--- src/tcch_defs.svh ---
`ifndef TCCH_DEFS_SVH
`define TCCH_DEFS_SVH
// ==============================================
// Packet framing
`define TCCH_HEADER 8'h55
`define TCCH_RSP_SIZE_BASE 8'h02
`define TCCH_RSP_SIZE_BASEADDR 8'h03
`define TCCH_RX_BUF_LEN 12
// ==============================================
// Command identifiers
`define TCCH_CMD_CALIBRATE 8'h14
`define TCCH_CMD_REG_READ 8'h20
`define TCCH_CMD_REG_WRITE 8'h21
`define TCCH_CMD_BASE_QUERY 8'h22
`define TCCH_CMD_CONFIG_SAVE 8'h23
`define TCCH_CMD_NVM_READ 8'h28
`define TCCH_CAL_TYPE_4PT 8'h04
// ==============================================
// Status codes
`define TCCH_ST_OK 8'h00
`define TCCH_ST_BAD_CMD 8'h01
`define TCCH_ST_BAD_HDR 8'h03
`define TCCH_ST_TIMEOUT 8'h04
// ==============================================
// Counts and limits
`define TCCH_CNT_MIN 8'h01
`define TCCH_CNT_MAX 8'h08
`define TCCH_CAL_POINTS 3'h4
`define TCCH_CAL_BLOCK_LEN 8'h12
`define TCCH_COORD_SHIFT 6
// ==============================================
// Register group and memory layout
`define TCCH_REG_BASE 8'h20
`define TCCH_CFG_LEN 8'h20
`define TCCH_CFG_MARGIN_OFS 5'h0F
`define TCCH_NVM_CFG_BASE 8'h00
`define TCCH_NVM_CAL_BASE 8'h40
`define TCCH_CAL_SEPARATOR 8'hA5
// ==============================================
// Timing
`define TCCH_CLK_KHZ 125000
`define TCCH_TIMEOUT_MS 100
`endif

--- src/tcch_pkg.sv ---
package tcch_pkg;
    // Command state, Gray coded along the usual path
    typedef enum logic [2:0] {
        TCCH_IDLE = 3'b000,
        TCCH_SIZE = 3'b001,
        TCCH_BODY = 3'b011,
        TCCH_EXEC = 3'b010,
        TCCH_SEND = 3'b110,
        TCCH_CALW = 3'b111,
        TCCH_STORE = 3'b101
    } tcch_state_e;
endpackage

--- src/tcch_span.sv ---
`timescale 1ns/10ps
// ==============================================
// Extent of four coordinates, widened by a margin
module tcch_span (
    input wire logic [9:0] v0_i,
    input wire logic [9:0] v1_i,
    input wire logic [9:0] v2_i,
    input wire logic [9:0] v3_i,
    input wire logic [7:0] margin_i,
    output logic [9:0] lo_o,
    output logic [9:0] hi_o
);
    logic [9:0] mn;
    logic [9:0] mx;
    logic [10:0] up;

    // Saturate so a large margin never wraps the corner
    always_comb
    begin
        mn = v0_i;
        mx = v0_i;
        if (v1_i < mn) mn = v1_i;
        if (v2_i < mn) mn = v2_i;
        if (v3_i < mn) mn = v3_i;
        if (v1_i > mx) mx = v1_i;
        if (v2_i > mx) mx = v2_i;
        if (v3_i > mx) mx = v3_i;
        up = {1'b0, mx} + {3'b000, margin_i};
        lo_o = (mn > {2'b00, margin_i}) ? mn - {2'b00, margin_i} : 10'h000;
        hi_o = up[10] ? 10'h3FF : up[9:0];
    end
endmodule

--- src/tcch_timer.sv ---
`timescale 1ns/10ps
// ==============================================
// Reception watchdog, one pulse when the budget runs out
module tcch_timer #(
    parameter int CYCLES = 12500000
) (
    input wire logic clk_i,
    input wire logic rst_n_i,
    input wire logic run_i,
    input wire logic restart_i,
    output logic expire_o
);
    logic [31:0] cnt_reg;

    // Counter held at zero while idle
    always_ff @(posedge clk_i or negedge rst_n_i)
    begin
        if (!rst_n_i)
        begin
            cnt_reg <= 32'h00000000;
            expire_o <= 1'b0;
        end
        else
        begin
            expire_o <= 1'b0;
            if (!run_i || restart_i)
                cnt_reg <= 32'h00000000;
            else if (cnt_reg == 32'(CYCLES - 1))
            begin
                cnt_reg <= 32'h00000000;
                expire_o <= 1'b1;
            end
            else
                cnt_reg <= cnt_reg + 32'h00000001;
        end
    end
endmodule

--- src/tcch_handler.sv ---
// How it works
// - Calibrate request is acknowledged with 55, 02, success, 14.
// - Successful calibration sends six packets: acknowledge, four touches, completion.
// - Non-zero margin pushes the captured extremes outward before storing.
// - Corners reordered: upper-left is minimum X,Y; lower-right is maximum.
// - Each coordinate stored shifted left six, as low then high byte.
// - Block is separator, UL, UR, LR, LL (X then Y, low first), flip.
// - Flip bits 7..3 read zero; bit 2 marks swapped axes.
// - Flip bit 1 marks a mirrored X axis.
// - Flip bit 0 marks a mirrored Y axis.
// - Register read answer has size two plus count, status, command, values.
// - Address high byte of register requests is ignored.
// - Register write carries data bytes; answer is 55, 02, status, 21.
// - Base query answers size three, status, 22, base address.
// - Save command copies configuration registers into memory, answers 02, status, 23.
// - Memory holds 256 bytes; upper half belongs to the user.
// - Memory read ignores high address, answers size two plus count and data.
// - Status codes: 00 success, 01 bad command, 03 bad header, 04 timeout.
// - Every packet starts with 55 and a size counting following bytes.
`timescale 1ns/10ps
`include "tcch_defs.svh"
module tcch_handler #(
    parameter int TIMEOUT_CYCLES = `TCCH_TIMEOUT_MS * `TCCH_CLK_KHZ,
    parameter logic [7:0] REG_BASE = `TCCH_REG_BASE
) (
    input wire logic clk_i,
    input wire logic rst_n_i,
    input wire logic rx_valid_i,
    input wire logic [7:0] rx_data_i,
    output logic tx_valid_o,
    output logic [7:0] tx_data_o,
    input wire logic tx_ready_i,
    input wire logic touch_valid_i,
    input wire logic [9:0] touch_x_i,
    input wire logic [9:0] touch_y_i,
    output logic calibrating_o,
    output logic axis_swap_flag_o,
    output logic horizontal_mirror_flag_o,
    output logic vertical_mirror_flag_o
);
    tcch_pkg::tcch_state_e state_reg;
    logic [7:0] rx_buf [0:`TCCH_RX_BUF_LEN-1];
    logic [7:0] size_reg;
    logic [7:0] got_reg;
    logic [7:0] cfg_mem [0:`TCCH_CFG_LEN-1];
    logic [7:0] nvm_mem [0:255];
    logic [7:0] rsp_status_reg;
    logic [7:0] rsp_cmd_reg;
    logic [7:0] rsp_size_reg;
    logic [7:0] rsp_addr_reg;
    logic [7:0] tx_idx_reg;
    logic [9:0] px_reg [0:3];
    logic [9:0] py_reg [0:3];
    logic [2:0] npt_reg;
    logic [1:0] cal_phase_reg;
    logic st_cal_reg;
    logic [7:0] st_idx_reg;
    logic [7:0] calibration_axis_flip_reg;
    logic [9:0] xlo, xhi, ylo, yhi;
    logic expire;
    logic [7:0] cmd, cnt, addr_lo, reg_idx, next_byte, cal_byte, st_byte;
    logic cnt_ok, tx_take, last_byte;
    logic [15:0] c16;
    logic [9:0] dx, dy;

    assign cmd = rx_buf[0];
    assign addr_lo = rx_buf[2];  // High byte rx_buf[1] never read
    assign cnt = rx_buf[3];
    assign reg_idx = addr_lo - REG_BASE;
    assign cnt_ok = (cnt >= `TCCH_CNT_MIN) && (cnt <= `TCCH_CNT_MAX);
    assign tx_take = !tx_valid_o || tx_ready_i;
    assign last_byte = (tx_idx_reg == rsp_size_reg + 8'h01);

    // ==============================================
    // Extent of the captured corners
    tcch_span u_span_x (
        .v0_i(px_reg[0]),
        .v1_i(px_reg[1]),
        .v2_i(px_reg[2]),
        .v3_i(px_reg[3]),
        .margin_i(cfg_mem[`TCCH_CFG_MARGIN_OFS]),
        .lo_o(xlo),
        .hi_o(xhi)
    );
    tcch_span u_span_y (
        .v0_i(py_reg[0]),
        .v1_i(py_reg[1]),
        .v2_i(py_reg[2]),
        .v3_i(py_reg[3]),
        .margin_i(cfg_mem[`TCCH_CFG_MARGIN_OFS]),
        .lo_o(ylo),
        .hi_o(yhi)
    );
    tcch_timer #(
        .CYCLES(TIMEOUT_CYCLES)
    ) u_timer (
        .clk_i(clk_i),
        .rst_n_i(rst_n_i),
        .run_i(state_reg == tcch_pkg::TCCH_SIZE || state_reg == tcch_pkg::TCCH_BODY),
        .restart_i(rx_valid_i),
        .expire_o(expire)
    );

    // ==============================================
    // Calibration block byte, corners rebuilt from the extent
    always_comb
    begin
        c16 = 16'h0000;
        cal_byte = `TCCH_CAL_SEPARATOR;
        case (st_idx_reg[4:2] - 3'h0)
            3'd0: c16 = 16'h0000;
            default: c16 = 16'h0000;
        endcase
        case (st_idx_reg)
            8'd1, 8'd2: c16 = {xlo, 6'h00};     // UL X
            8'd3, 8'd4: c16 = {ylo, 6'h00};     // UL Y
            8'd5, 8'd6: c16 = {xhi, 6'h00};     // UR X
            8'd7, 8'd8: c16 = {ylo, 6'h00};     // UR Y
            8'd9, 8'd10: c16 = {xhi, 6'h00};    // LR X
            8'd11, 8'd12: c16 = {yhi, 6'h00};   // LR Y
            8'd13, 8'd14: c16 = {xlo, 6'h00};   // LL X
            8'd15, 8'd16: c16 = {yhi, 6'h00};   // LL Y
            default: c16 = 16'h0000;
        endcase
        if (st_idx_reg == 8'd0)
            cal_byte = `TCCH_CAL_SEPARATOR;
        else if (st_idx_reg == `TCCH_CAL_BLOCK_LEN - 8'h01)
            cal_byte = calibration_axis_flip_reg;
        else
            cal_byte = st_idx_reg[0] ? c16[7:0] : c16[15:8];  // Low first
        st_byte = st_cal_reg ? cal_byte : cfg_mem[st_idx_reg[4:0]];
    end

    // ==============================================
    // Next outgoing byte from the response fields
    always_comb
    begin
        case (tx_idx_reg)
            8'd0: next_byte = `TCCH_HEADER;
            8'd1: next_byte = rsp_size_reg;
            8'd2: next_byte = rsp_status_reg;
            8'd3: next_byte = rsp_cmd_reg;
            default:
            begin
                if (rsp_cmd_reg == `TCCH_CMD_BASE_QUERY)
                    next_byte = REG_BASE;
                else if (rsp_cmd_reg == `TCCH_CMD_NVM_READ)
                    next_byte = nvm_mem[rsp_addr_reg + tx_idx_reg - 8'h04];
                else if ((rsp_addr_reg + tx_idx_reg - 8'h04) < `TCCH_CFG_LEN)
                    next_byte = cfg_mem[5'(rsp_addr_reg + tx_idx_reg - 8'h04)];
                else
                    next_byte = 8'h00;
            end
        endcase
    end

    // ==============================================
    // Orientation of the raw touches, first two set the axis
    assign dx = (px_reg[1] > px_reg[0]) ? px_reg[1] - px_reg[0] : px_reg[0] - px_reg[1];
    assign dy = (py_reg[1] > py_reg[0]) ? py_reg[1] - py_reg[0] : py_reg[0] - py_reg[1];

    // ==============================================
    // Main command sequencer
    always_ff @(posedge clk_i or negedge rst_n_i)
    begin
        if (!rst_n_i)
        begin
            state_reg <= tcch_pkg::TCCH_IDLE;
            size_reg <= 8'h00;
            got_reg <= 8'h00;
            rsp_status_reg <= `TCCH_ST_OK;
            rsp_cmd_reg <= 8'h00;
            rsp_size_reg <= `TCCH_RSP_SIZE_BASE;
            rsp_addr_reg <= 8'h00;
            tx_idx_reg <= 8'h00;
            tx_valid_o <= 1'b0;
            tx_data_o <= 8'h00;
            npt_reg <= 3'h0;
            cal_phase_reg <= 2'h0;
            st_cal_reg <= 1'b0;
            st_idx_reg <= 8'h00;
            calibrating_o <= 1'b0;
        end
        else
        begin
            if (tx_valid_o && tx_ready_i)
                tx_valid_o <= 1'b0;
            case (state_reg)
                tcch_pkg::TCCH_IDLE:
                begin
                    if (rx_valid_i && rx_data_i == `TCCH_HEADER)
                        state_reg <= tcch_pkg::TCCH_SIZE;
                    else if (rx_valid_i)
                    begin
                        rsp_status_reg <= `TCCH_ST_BAD_HDR;
                        rsp_cmd_reg <= rx_data_i;
                        rsp_size_reg <= `TCCH_RSP_SIZE_BASE;
                        tx_idx_reg <= 8'h00;
                        state_reg <= tcch_pkg::TCCH_SEND;
                    end
                end
                tcch_pkg::TCCH_SIZE:
                begin
                    got_reg <= 8'h00;
                    if (expire)
                    begin
                        rsp_status_reg <= `TCCH_ST_TIMEOUT;
                        rsp_cmd_reg <= 8'h00;
                        rsp_size_reg <= `TCCH_RSP_SIZE_BASE;
                        tx_idx_reg <= 8'h00;
                        state_reg <= tcch_pkg::TCCH_SEND;
                    end
                    else if (rx_valid_i)
                    begin
                        size_reg <= rx_data_i;
                        state_reg <= (rx_data_i == 8'h00) ? tcch_pkg::TCCH_EXEC
                                                          : tcch_pkg::TCCH_BODY;
                    end
                end
                tcch_pkg::TCCH_BODY:
                begin
                    if (expire)
                    begin
                        rsp_status_reg <= `TCCH_ST_TIMEOUT;
                        rsp_cmd_reg <= cmd;
                        rsp_size_reg <= `TCCH_RSP_SIZE_BASE;
                        tx_idx_reg <= 8'h00;
                        state_reg <= tcch_pkg::TCCH_SEND;
                    end
                    else if (rx_valid_i)
                    begin
                        got_reg <= got_reg + 8'h01;
                        if (got_reg + 8'h01 == size_reg)
                            state_reg <= tcch_pkg::TCCH_EXEC;
                    end
                end
                tcch_pkg::TCCH_EXEC:
                begin
                    // Default answer: bare status packet
                    rsp_cmd_reg <= cmd;
                    rsp_status_reg <= `TCCH_ST_OK;
                    rsp_size_reg <= `TCCH_RSP_SIZE_BASE;
                    rsp_addr_reg <= addr_lo;
                    tx_idx_reg <= 8'h00;
                    state_reg <= tcch_pkg::TCCH_SEND;
                    case (cmd)
                        `TCCH_CMD_CALIBRATE:
                        begin
                            npt_reg <= 3'h0;            // Ack first
                            cal_phase_reg <= 2'h1;
                            calibrating_o <= 1'b1;
                        end
                        `TCCH_CMD_REG_READ, `TCCH_CMD_NVM_READ:
                        begin
                            if (!cnt_ok)
                                rsp_status_reg <= `TCCH_ST_BAD_CMD;
                            else
                                rsp_size_reg <= `TCCH_RSP_SIZE_BASE + cnt;
                            if (cmd == `TCCH_CMD_REG_READ)
                                rsp_addr_reg <= reg_idx;
                        end
                        `TCCH_CMD_REG_WRITE:
                        begin
                            if (!cnt_ok)
                                rsp_status_reg <= `TCCH_ST_BAD_CMD;
                        end
                        `TCCH_CMD_BASE_QUERY:
                            rsp_size_reg <= `TCCH_RSP_SIZE_BASEADDR;
                        `TCCH_CMD_CONFIG_SAVE:
                        begin
                            st_cal_reg <= 1'b0;         // Copy then answer
                            st_idx_reg <= 8'h00;
                            state_reg <= tcch_pkg::TCCH_STORE;
                        end
                        default:
                            rsp_status_reg <= `TCCH_ST_BAD_CMD;
                    endcase
                end
                tcch_pkg::TCCH_SEND:
                begin
                    if (tx_take)
                    begin
                        tx_valid_o <= 1'b1;
                        tx_data_o <= next_byte;
                        tx_idx_reg <= tx_idx_reg + 8'h01;
                        if (last_byte)
                            state_reg <= (cal_phase_reg == 2'h1) ? tcch_pkg::TCCH_CALW
                                                                 : tcch_pkg::TCCH_IDLE;
                        if (last_byte && cal_phase_reg == 2'h2)
                        begin
                            cal_phase_reg <= 2'h0;
                            calibrating_o <= 1'b0;
                        end
                    end
                end
                tcch_pkg::TCCH_CALW:
                begin
                    // Any new command abandons calibration
                    if (rx_valid_i && rx_data_i == `TCCH_HEADER)
                    begin
                        cal_phase_reg <= 2'h0;
                        calibrating_o <= 1'b0;
                        state_reg <= tcch_pkg::TCCH_SIZE;
                    end
                    else if (touch_valid_i)
                    begin
                        npt_reg <= npt_reg + 3'h1;
                        tx_idx_reg <= 8'h00;
                        rsp_size_reg <= `TCCH_RSP_SIZE_BASE;
                        rsp_cmd_reg <= `TCCH_CMD_CALIBRATE;
                        state_reg <= tcch_pkg::TCCH_SEND;   // Touch packets
                        if (npt_reg == `TCCH_CAL_POINTS - 3'h1)
                        begin
                            cal_phase_reg <= 2'h2;          // Fourth touch: store next
                            st_cal_reg <= 1'b1;
                            st_idx_reg <= 8'h00;
                        end
                    end
                end
                tcch_pkg::TCCH_STORE:
                begin
                    st_idx_reg <= st_idx_reg + 8'h01;
                    if (st_idx_reg == (st_cal_reg ? `TCCH_CAL_BLOCK_LEN : `TCCH_CFG_LEN) - 8'h01)
                    begin
                        tx_idx_reg <= 8'h00;
                        state_reg <= tcch_pkg::TCCH_SEND;   // Completion packet
                    end
                end
                default:
                    state_reg <= tcch_pkg::TCCH_IDLE;
            endcase
            // Fourth touch packet goes out, then the store runs
            if (state_reg == tcch_pkg::TCCH_SEND && tx_take && last_byte
                && cal_phase_reg == 2'h2 && st_cal_reg && st_idx_reg == 8'h00)
            begin
                cal_phase_reg <= 2'h2;
                calibrating_o <= 1'b1;
                state_reg <= tcch_pkg::TCCH_STORE;
                st_idx_reg <= 8'h00;
                st_cal_reg <= 1'b1;  // Store the calibration block, not the config
            end
        end
    end

    // ==============================================
    // Packet bytes kept for decoding, no reset needed
    always_ff @(posedge clk_i)
    begin
        if (rx_valid_i && state_reg == tcch_pkg::TCCH_BODY && got_reg < `TCCH_RX_BUF_LEN)
            rx_buf[got_reg[3:0]] <= rx_data_i;
    end

    // ==============================================
    // Raw touch capture during calibration
    always_ff @(posedge clk_i)
    begin
        if (state_reg == tcch_pkg::TCCH_CALW && touch_valid_i && !rx_valid_i)
        begin
            px_reg[npt_reg[1:0]] <= touch_x_i;
            py_reg[npt_reg[1:0]] <= touch_y_i;
        end
    end

    // ==============================================
    // Configuration registers, written only with a legal count
    always_ff @(posedge clk_i)
    begin
        if (state_reg == tcch_pkg::TCCH_EXEC && cmd == `TCCH_CMD_REG_WRITE && cnt_ok)
        begin
            for (int i = 0; i < 8; i++)
                if (8'(i) < cnt && (reg_idx + 8'(i)) < `TCCH_CFG_LEN)
                    cfg_mem[5'(reg_idx + 8'(i))] <= rx_buf[4 + i];
        end
    end

    // ==============================================
    // 256-byte memory; user half untouched by the store
    always_ff @(posedge clk_i)
    begin
        if (state_reg == tcch_pkg::TCCH_STORE)
            nvm_mem[(st_cal_reg ? `TCCH_NVM_CAL_BASE : `TCCH_NVM_CFG_BASE) + st_idx_reg]
                <= st_byte;
    end

    // ==============================================
    // Flip state byte, fixed once the fourth touch is in
    always_ff @(posedge clk_i or negedge rst_n_i)
    begin
        if (!rst_n_i)
            calibration_axis_flip_reg <= 8'h00;
        else if (state_reg == tcch_pkg::TCCH_STORE && st_cal_reg && st_idx_reg == 8'h00)
        begin
            calibration_axis_flip_reg[7:3] <= 5'h00;
            calibration_axis_flip_reg[2] <= (dx < dy);
            calibration_axis_flip_reg[1] <= (dx < dy) ? (py_reg[1] < py_reg[0])
                                                      : (px_reg[1] < px_reg[0]);
            calibration_axis_flip_reg[0] <= (dx < dy) ? (px_reg[3] < px_reg[0])
                                                      : (py_reg[3] < py_reg[0]);
        end
    end

    // Flag outputs registered from the flip register's bits, one cycle behind
    always_ff @(posedge clk_i or negedge rst_n_i)
    begin
        if (!rst_n_i)
        begin
            axis_swap_flag_o <= 1'b0;
            horizontal_mirror_flag_o <= 1'b0;
            vertical_mirror_flag_o <= 1'b0;
        end
        else
        begin
            axis_swap_flag_o <= calibration_axis_flip_reg[2];
            horizontal_mirror_flag_o <= calibration_axis_flip_reg[1];
            vertical_mirror_flag_o <= calibration_axis_flip_reg[0];
        end
    end
endmodule

--- config.mk ---
export PLATFORM = sky130hd
export DESIGN_NAME = tcch_handler
export DESIGN_NICKNAME = d
export VERILOG_FILES = /design/src/tcch_pkg.sv /design/src/tcch_span.sv /design/src/tcch_timer.sv /design/src/tcch_handler.sv
export VERILOG_INCLUDE_DIRS = /design/src
export SDC_FILE = /design/constraint.sdc
export NUM_CORES = 2
export LEC_CHECK = 0
export BUFFER_PORTS_ARGS = -buffer_cell sky130_fd_sc_hd__clkbuf_2
export CORE_AREA = 5 5 714 716
export CTS_CLUSTER_SIZE = 14
export DETAILED_ROUTE_END_ITERATION = 12
export DIE_AREA = 0 0 719 721
export PLACE_DENSITY_LB_ADDON = 0.12
export SLEW_MARGIN = 40
export SYNTH_ARGS = -nofsm -noshare
export SYNTH_HDL_FRONTEND = slang
export SYNTH_SLANG_ARGS = --single-unit
--- constraint.sdc ---
create_clock -name clk_i -period 27.8 [get_ports clk_i]
set_input_delay 4.17 -clock clk_i [delete_from_list [all_inputs] [get_ports clk_i]]
set_output_delay 4.17 -clock clk_i [all_outputs]
set_load 0.01 [all_outputs]
# After elaboration in Yosys (flattened, before gate mapping)

Memories as Yosys holds them, arrays and structs flattened.
Index checks and enable logic that the tools add are counted.

Order comparisons: 37
Equal/unequal tests: 70
Multiplexer cells: 148
Bitwise logic cells: 1
Reductions and logical operators: 65
$add $sub $neg: 27

Operators with widths:

| operator                                               | count |
|---|---|
| two-way mux 8 bit                                      | 37 |
| two-way mux 10 bit                                     | 18 |
| < comparator 10 bit                                    | 9 |
| < comparator 8 x 6 -> 1 bit (second input constant)    | 9 |
| equality test 8 x 4 -> 1 bit (second input constant)   | 8 |
| two-way mux 32 bit                                     | 2 |
| case mux 16 bit (4 select lines)                       | 1 |
| case mux 8 bit (4 select lines)                        | 2 |
| > comparator 10 bit                                    | 6 |
| equality test 8 x 6 -> 1 bit (second input constant)   | 7 |
| two-way mux 3 bit                                      | 17 |
| two-way mux 1 bit                                      | 49 |
| case mux 8 bit (3 select lines)                        | 2 |
| case mux 8 bit (6 select lines)                        | 1 |
| adder 8 x 1 -> 8 bit (second input constant)           | 5 |
| case mux 8 bit (5 select lines)                        | 1 |
| subtractor 10 bit                                      | 4 |
| adder 32 x 1 -> 32 bit (second input constant)         | 1 |
| adder 8 x 3 -> 8 bit (second input constant)           | 4 |
| equality test 32 x 24 -> 1 bit (second input constant) | 1 |
| equality test 8 x 2 -> 1 bit (second input constant)   | 4 |
| equality test 8 x 3 -> 1 bit (second input constant)   | 4 |
| < comparator 3 x 8 -> 1 bit (first input constant)     | 4 |
| case mux 8 bit (2 select lines)                        | 2 |
| other kinds (61)                                       | 150 |

Memories kept: 5
Logic and storage cells: 374
Bits of input ports: 33
Memory bits (writable): 2480
Register bits: 122

Memories:

| memory  | words | bits a word | rd ports | clocked after Yosys merged registers in | wr ports | line               | text |
|---|---|---|---|---|---|---|---|
| nvm_mem | 256   | 8           | 1        | 0                                       | 1        | tcch_handler.sv:46 | `logic [7:0] nvm_mem [0:255];` |
| cfg_mem | 32    | 8           | 3        | 0                                       | 8        | tcch_handler.sv:45 | `` logic [7:0] cfg_mem [0:`TCCH_CFG_LEN-1]; `` |
| rx_buf  | 12    | 8           | 11       | 0                                       | 1        | tcch_handler.sv:42 | `` logic [7:0] rx_buf [0:`TCCH_RX_BUF_LEN-1]; `` |
| px_reg  | 4     | 10          | 4        | 0                                       | 1        | tcch_handler.sv:52 | `logic [9:0] px_reg [0:3];` |
| py_reg  | 4     | 10          | 4        | 0                                       | 1        | tcch_handler.sv:53 | `logic [9:0] py_reg [0:3];` |

# Logic depth before layout (Yosys ltp)

An unclocked memory read counts as a cell.

Word-level depth: 14
Gate-level depth with buffers: 41

# Cells and area by module

Synthesis repeated with hierarchy kept, for this count alone.

Cell total of the unflattened synthesis: 9449
Area, all modules: 131672.5 sq um

Modules (own cells, without submodules):

| module       | times used | cells each | area an instance (sq um) |
|---|---|---|---|
| tcch_handler | 1          | 8481       | 124121.5 |
| tcch_span    | 2          | 387        | 2855.2 |
| tcch_timer   | 1          | 194        | 1840.5 |

# Worst setup path before layout

No wires, ideal clock.

Path kind: register -> register
Start: mem py_reg[1][0]
End: mem nvm_mem[0][6], data pin
Path buffers: 5
Clock period less this slack: 20742 ps
Cell stages (with the launch flop): 42
Arrival: 18497 ps
Setup slack: 7058 ps
Cells stage by stage: edfxtp_1 > inv_1 > ha_1 > inv_1 > fa_1 > a21oi_1 > o221ai_1 > a21o_1 > clkbuf_1 > nand2_1 > clkbuf_1 > clkbuf_1 > nor2_1 > a21oi_1 > ha_1 > a21oi_1 > o211ai_1 > a2111oi_0 > (+6 left out) > and4_1 > o21ai_0 > o2111a_1 > a211oi_1 > mux2_2 > ha_1 > inv_1 > fa_1 > nor2b_1 > o21ai_0 > a21boi_0 > o21ai_0 > nand2b_1 > a31oi_1 > nor3_1 > o21ai_0 > o2111a_1 > a211oi_1

RTL lines:

| element     | line |
|---|---|
| from (decl) | tcch_handler.sv:53 |
| to (decl)   | tcch_handler.sv:46 |

==> flow_metrics.py <==
metrics = {
    "routing": {
        "drt-initial-drc-count": 11411,
        "antenna_left": 0,
        "routed_wl_mm": 565,
        "drtPass1Iterations": 9,
        "drc": 0,
        "vias": 90627,
        "vias_per_cell": 5.53,
        "wl_per_cell_um": 34.5,
    },
    "yosys": {
        "synth_top_family_by_area": "multiplexers",
        "yosys.area_share.simple_pct": 9.39,
        "synthXorXnorAreaFrac_pct": 0.900,
        "synth_area_leaders": "edfxtp_1 (57%), mux4_2 (13%), nor2_1 (3.1%)",
        "synth_compound_area_share_pct": 9.85,
        "ys_async_sr_fraction_pct": 4.52,
        "synth.area.mux_share_pct": 15.6,
        "synth_flop_cell": "edfxtp_1",
        "syn_area_um2": 130000,
        "synth_fa_ha_area_share_pct": 2.22,
        "synth_edf_count": 2472,
        "ys_warn_count": 0,
        "synth_top_area_cell": "edfxtp_1",
        "ys_seq_area_share_pct": 59.3,
        "synth_cell_types": 107,
        "netlist.area_leader.share_pct": 57.1,
        "postSynthAreaPerCell_um2": 13.8,
        "syn_nets": 9700,
        "synth_most_common_cell": "edfxtp_1",
        "netlist_instances": 9442,
        "ys_seq_elements": 2589,
        "yosys-top-cells-count": "edfxtp_1 (2472), nor2_1 (1061), mux4_2 (778)",
    },
    "hold_path": {
        "hold_end": "vertical_mirror_flag_o",
        "min_from": "calibration_axis_flip_reg[0]",
        "whs_path_depth": 0,
        "hold_class": "register to register",
    },
    "floorplan": {
        "dieArea_um2": 518000,
        "initial_core_util_pct": 25.8,
        "num_rows": 261,
        "io_pins": 46,
        "die_y_um": 721,
        "core_area_um2": 503000,
        "fp.dieW_um": 719,
    },
    "power": {
        "powerDensity_nw_per_um2": 101,
        "p_leak_nw": 48.3,
        "irDropWorstVdd_mv": 0.142,
    },
    "grt": {
        "grt_util_met3_pct": 4.37,
        "met2_usage_pct": 33.3,
        "grt_pass1_wl_mm": 769,
        "gr-usage-all-layers_pct": 21.1,
        "busiest_layer": "met2",
        "gr-total-overflow": 0,
        "use_met1_pct": 27.8,
        "grt_max_degree": 173,
        "grt_pass1_vias": 89202,
        "antenna_found_initial": 43,
    },
    "clock_tree": {
        "cts.sinks": 2589,
        "htree_levels": 5,
        "cts_buffers": 308,
        "post_cts_buffers": 0,
        "cts-resized-gates": 0,
        "cts_tree": "yes",
        "path_clk_slew_ns": 0.06,
        "cts_buffer_depth": 4,
        "clk-insertion-delay-late_ns": 0.99,
        "clockRootBuffer": "clkbuf_16",
        "hold_buffers": 0,
    },
    "timing": {
        "setup_slack_ns": 15.74,
        "worst-slew-pin-transition_ns": 1.09,
        "period_needed_ns": 12.06,
        "setup_viol": 0,
        "fin_worst_skew_ns": 0.117,
        "hold_viol_final": 0,
        "fmax_mhz": 82.9,
        "setup_tns_ns": 0,
        "grt_setup_unrepaired": "no",
        "finalMaxSlewViolations": 0,
        "period_share_pct": 43.4,
        "relSlewSlack_pct": 27.4,
    },
    "cells_and_area": {
        "finalNetCount": 9681,
        "largest_reg_flops": 2048,
        "instances_no_fill": 16380,
        "largest_register": "nvm_mem",
        "syn2layout_area_growth_pct": 15.3,
        "drive_above_1_share_pct": 21.2,
    },
    "critical_path": {
        "start_kind": "register",
        "slowest_delay_ns": 0.69,
        "r2r_setup_slack_ns": 15.74,
        "r2r-start": "py_reg[0][4]",
        "end_kind": "register",
        "path_class": "register to register",
        "cp.arrival_ns": 12.82,
        "crit_top_cell": "o21ai_0",
        "cp.required_ns": 28.56,
        "path_max_fanout": 82,
        "worstReg2RegEnd": "nvm_mem[139][7]",
        "slowest_stage": "a21o_1",
        "r2r_cells": 36,
    },
    "status": {
        "status": "complete, no violations",
    },
    "place": {
        "gp_congestion": 1.02,
        "dpl_worst_slack_ns": 15.13,
        "dpl.hpwl_mm": 371,
        "dp_cells": 15814,
        "port_buffers": 45,
    },
    "job": {
        "maxCapViolations": 0,
    },
}
-- logic make-up (layout without fill, tap and decap cells) --
kind of cell / count (synthesis) / count (layout)
other: 0 / 7
DFF: 2589 / 2589
AOI/OAI and AO/OA: 1877 / 1877
adders and majority gates: 225 / 225
and+or+nand+nor: 2690 / 2690
xor gates and xnor gates: 132 / 132
muxes: 1050 / 1050
buffers and inverters: 879 / 1104
-- layout by cell type (no fill, tap or decap), drive strengths merged, types with 59 or more instances in the layout --
cell	instances
xor2	60
buf	334
dfrtp	116
nor3	168
nand2	699
mux4	778
o22ai	118
xnor2	71
clkinv	130
and3	105
clkbuf	413
inv	183
o211ai	69
a21oi	435
edfxtp	2472
and2	59
o221ai	121
a211oi	213
ha	216
o21ai	345
nand3	249
nor4	81
nor2	1072
or3	65
a221o	74
mux2i	247
-- critical path, delay by kind of cell (launching register included) --
family | cells | cell delay (ns)
AO/OA/AOI/OAI | 17 | 5.05
AND/OR/NAND/NOR | 7 | 2.16
buffers and inverters | 6 | 2.05
adder cells (fa/ha/maj) | 5 | 1.67
flip-flops | 1 | 0.40
multiplexers | 1 | 0.28
-- per-layer routing --
metal	part of all wire, %	routed length [µm]
met5	0.024	137
met4	5.4	30600
met3	7.6	43200
met2	45	257000
met1	42	235000
-- area by class of cell --
type / instances / area, µm²
fillers: 50054 / 353000
inverters: 170 / 638
flip-flops and latches: 2589 / 77200
repair buffers: 380 / 3150
clock buffers: 367 / 8040
clock inverters: 187 / 1930
diodes: 7 / 17.5
multi-input cells: 5974 / 50600
well taps: 6706 / 8390
-- worst max path at each step --
stage	from	endpoint	slack, ns	cells after the start
after floorplan	py_reg[1][0]	nvm_mem[0][6]	7.06	41
after global placement	py_reg[0][0]	nvm_mem[153][4]	14.67	36
after detailed placement	py_reg[0][4]	nvm_mem[252][7]	15.13	35
after CTS	py_reg[0][4]	nvm_mem[254][7]	15.05	35
after global routing	py_reg[0][4]	nvm_mem[137][7]	14.72	36
final	py_reg[0][4]	nvm_mem[139][7]	15.74	36
-- per-stage QoR --
step	utilization [%]	total power [mW]	cell area (µm²)	hold slack [ns]
after floorplan	-	8.76	130000	0.370
after global placement	27.5	11.2	139000	0.395
after detailed placement	27.7	11.3	140000	0.404
after CTS	29.7	15.4	150000	0.417
after global routing	29.8	15.8	150000	0.428
final	29.8	15.1	150000	0.420
-- power by group --
part	leakage, nW	internal (mW)	switching (mW)	total, mW
combinational	19.6	2.25	3.90	6.15
sequential	23.8	4.84	0.0645	4.91
clock	4.84	2.35	1.69	4.04
total	48.3	9.44	5.65	15.1
(Power assumes the default switching activity.)
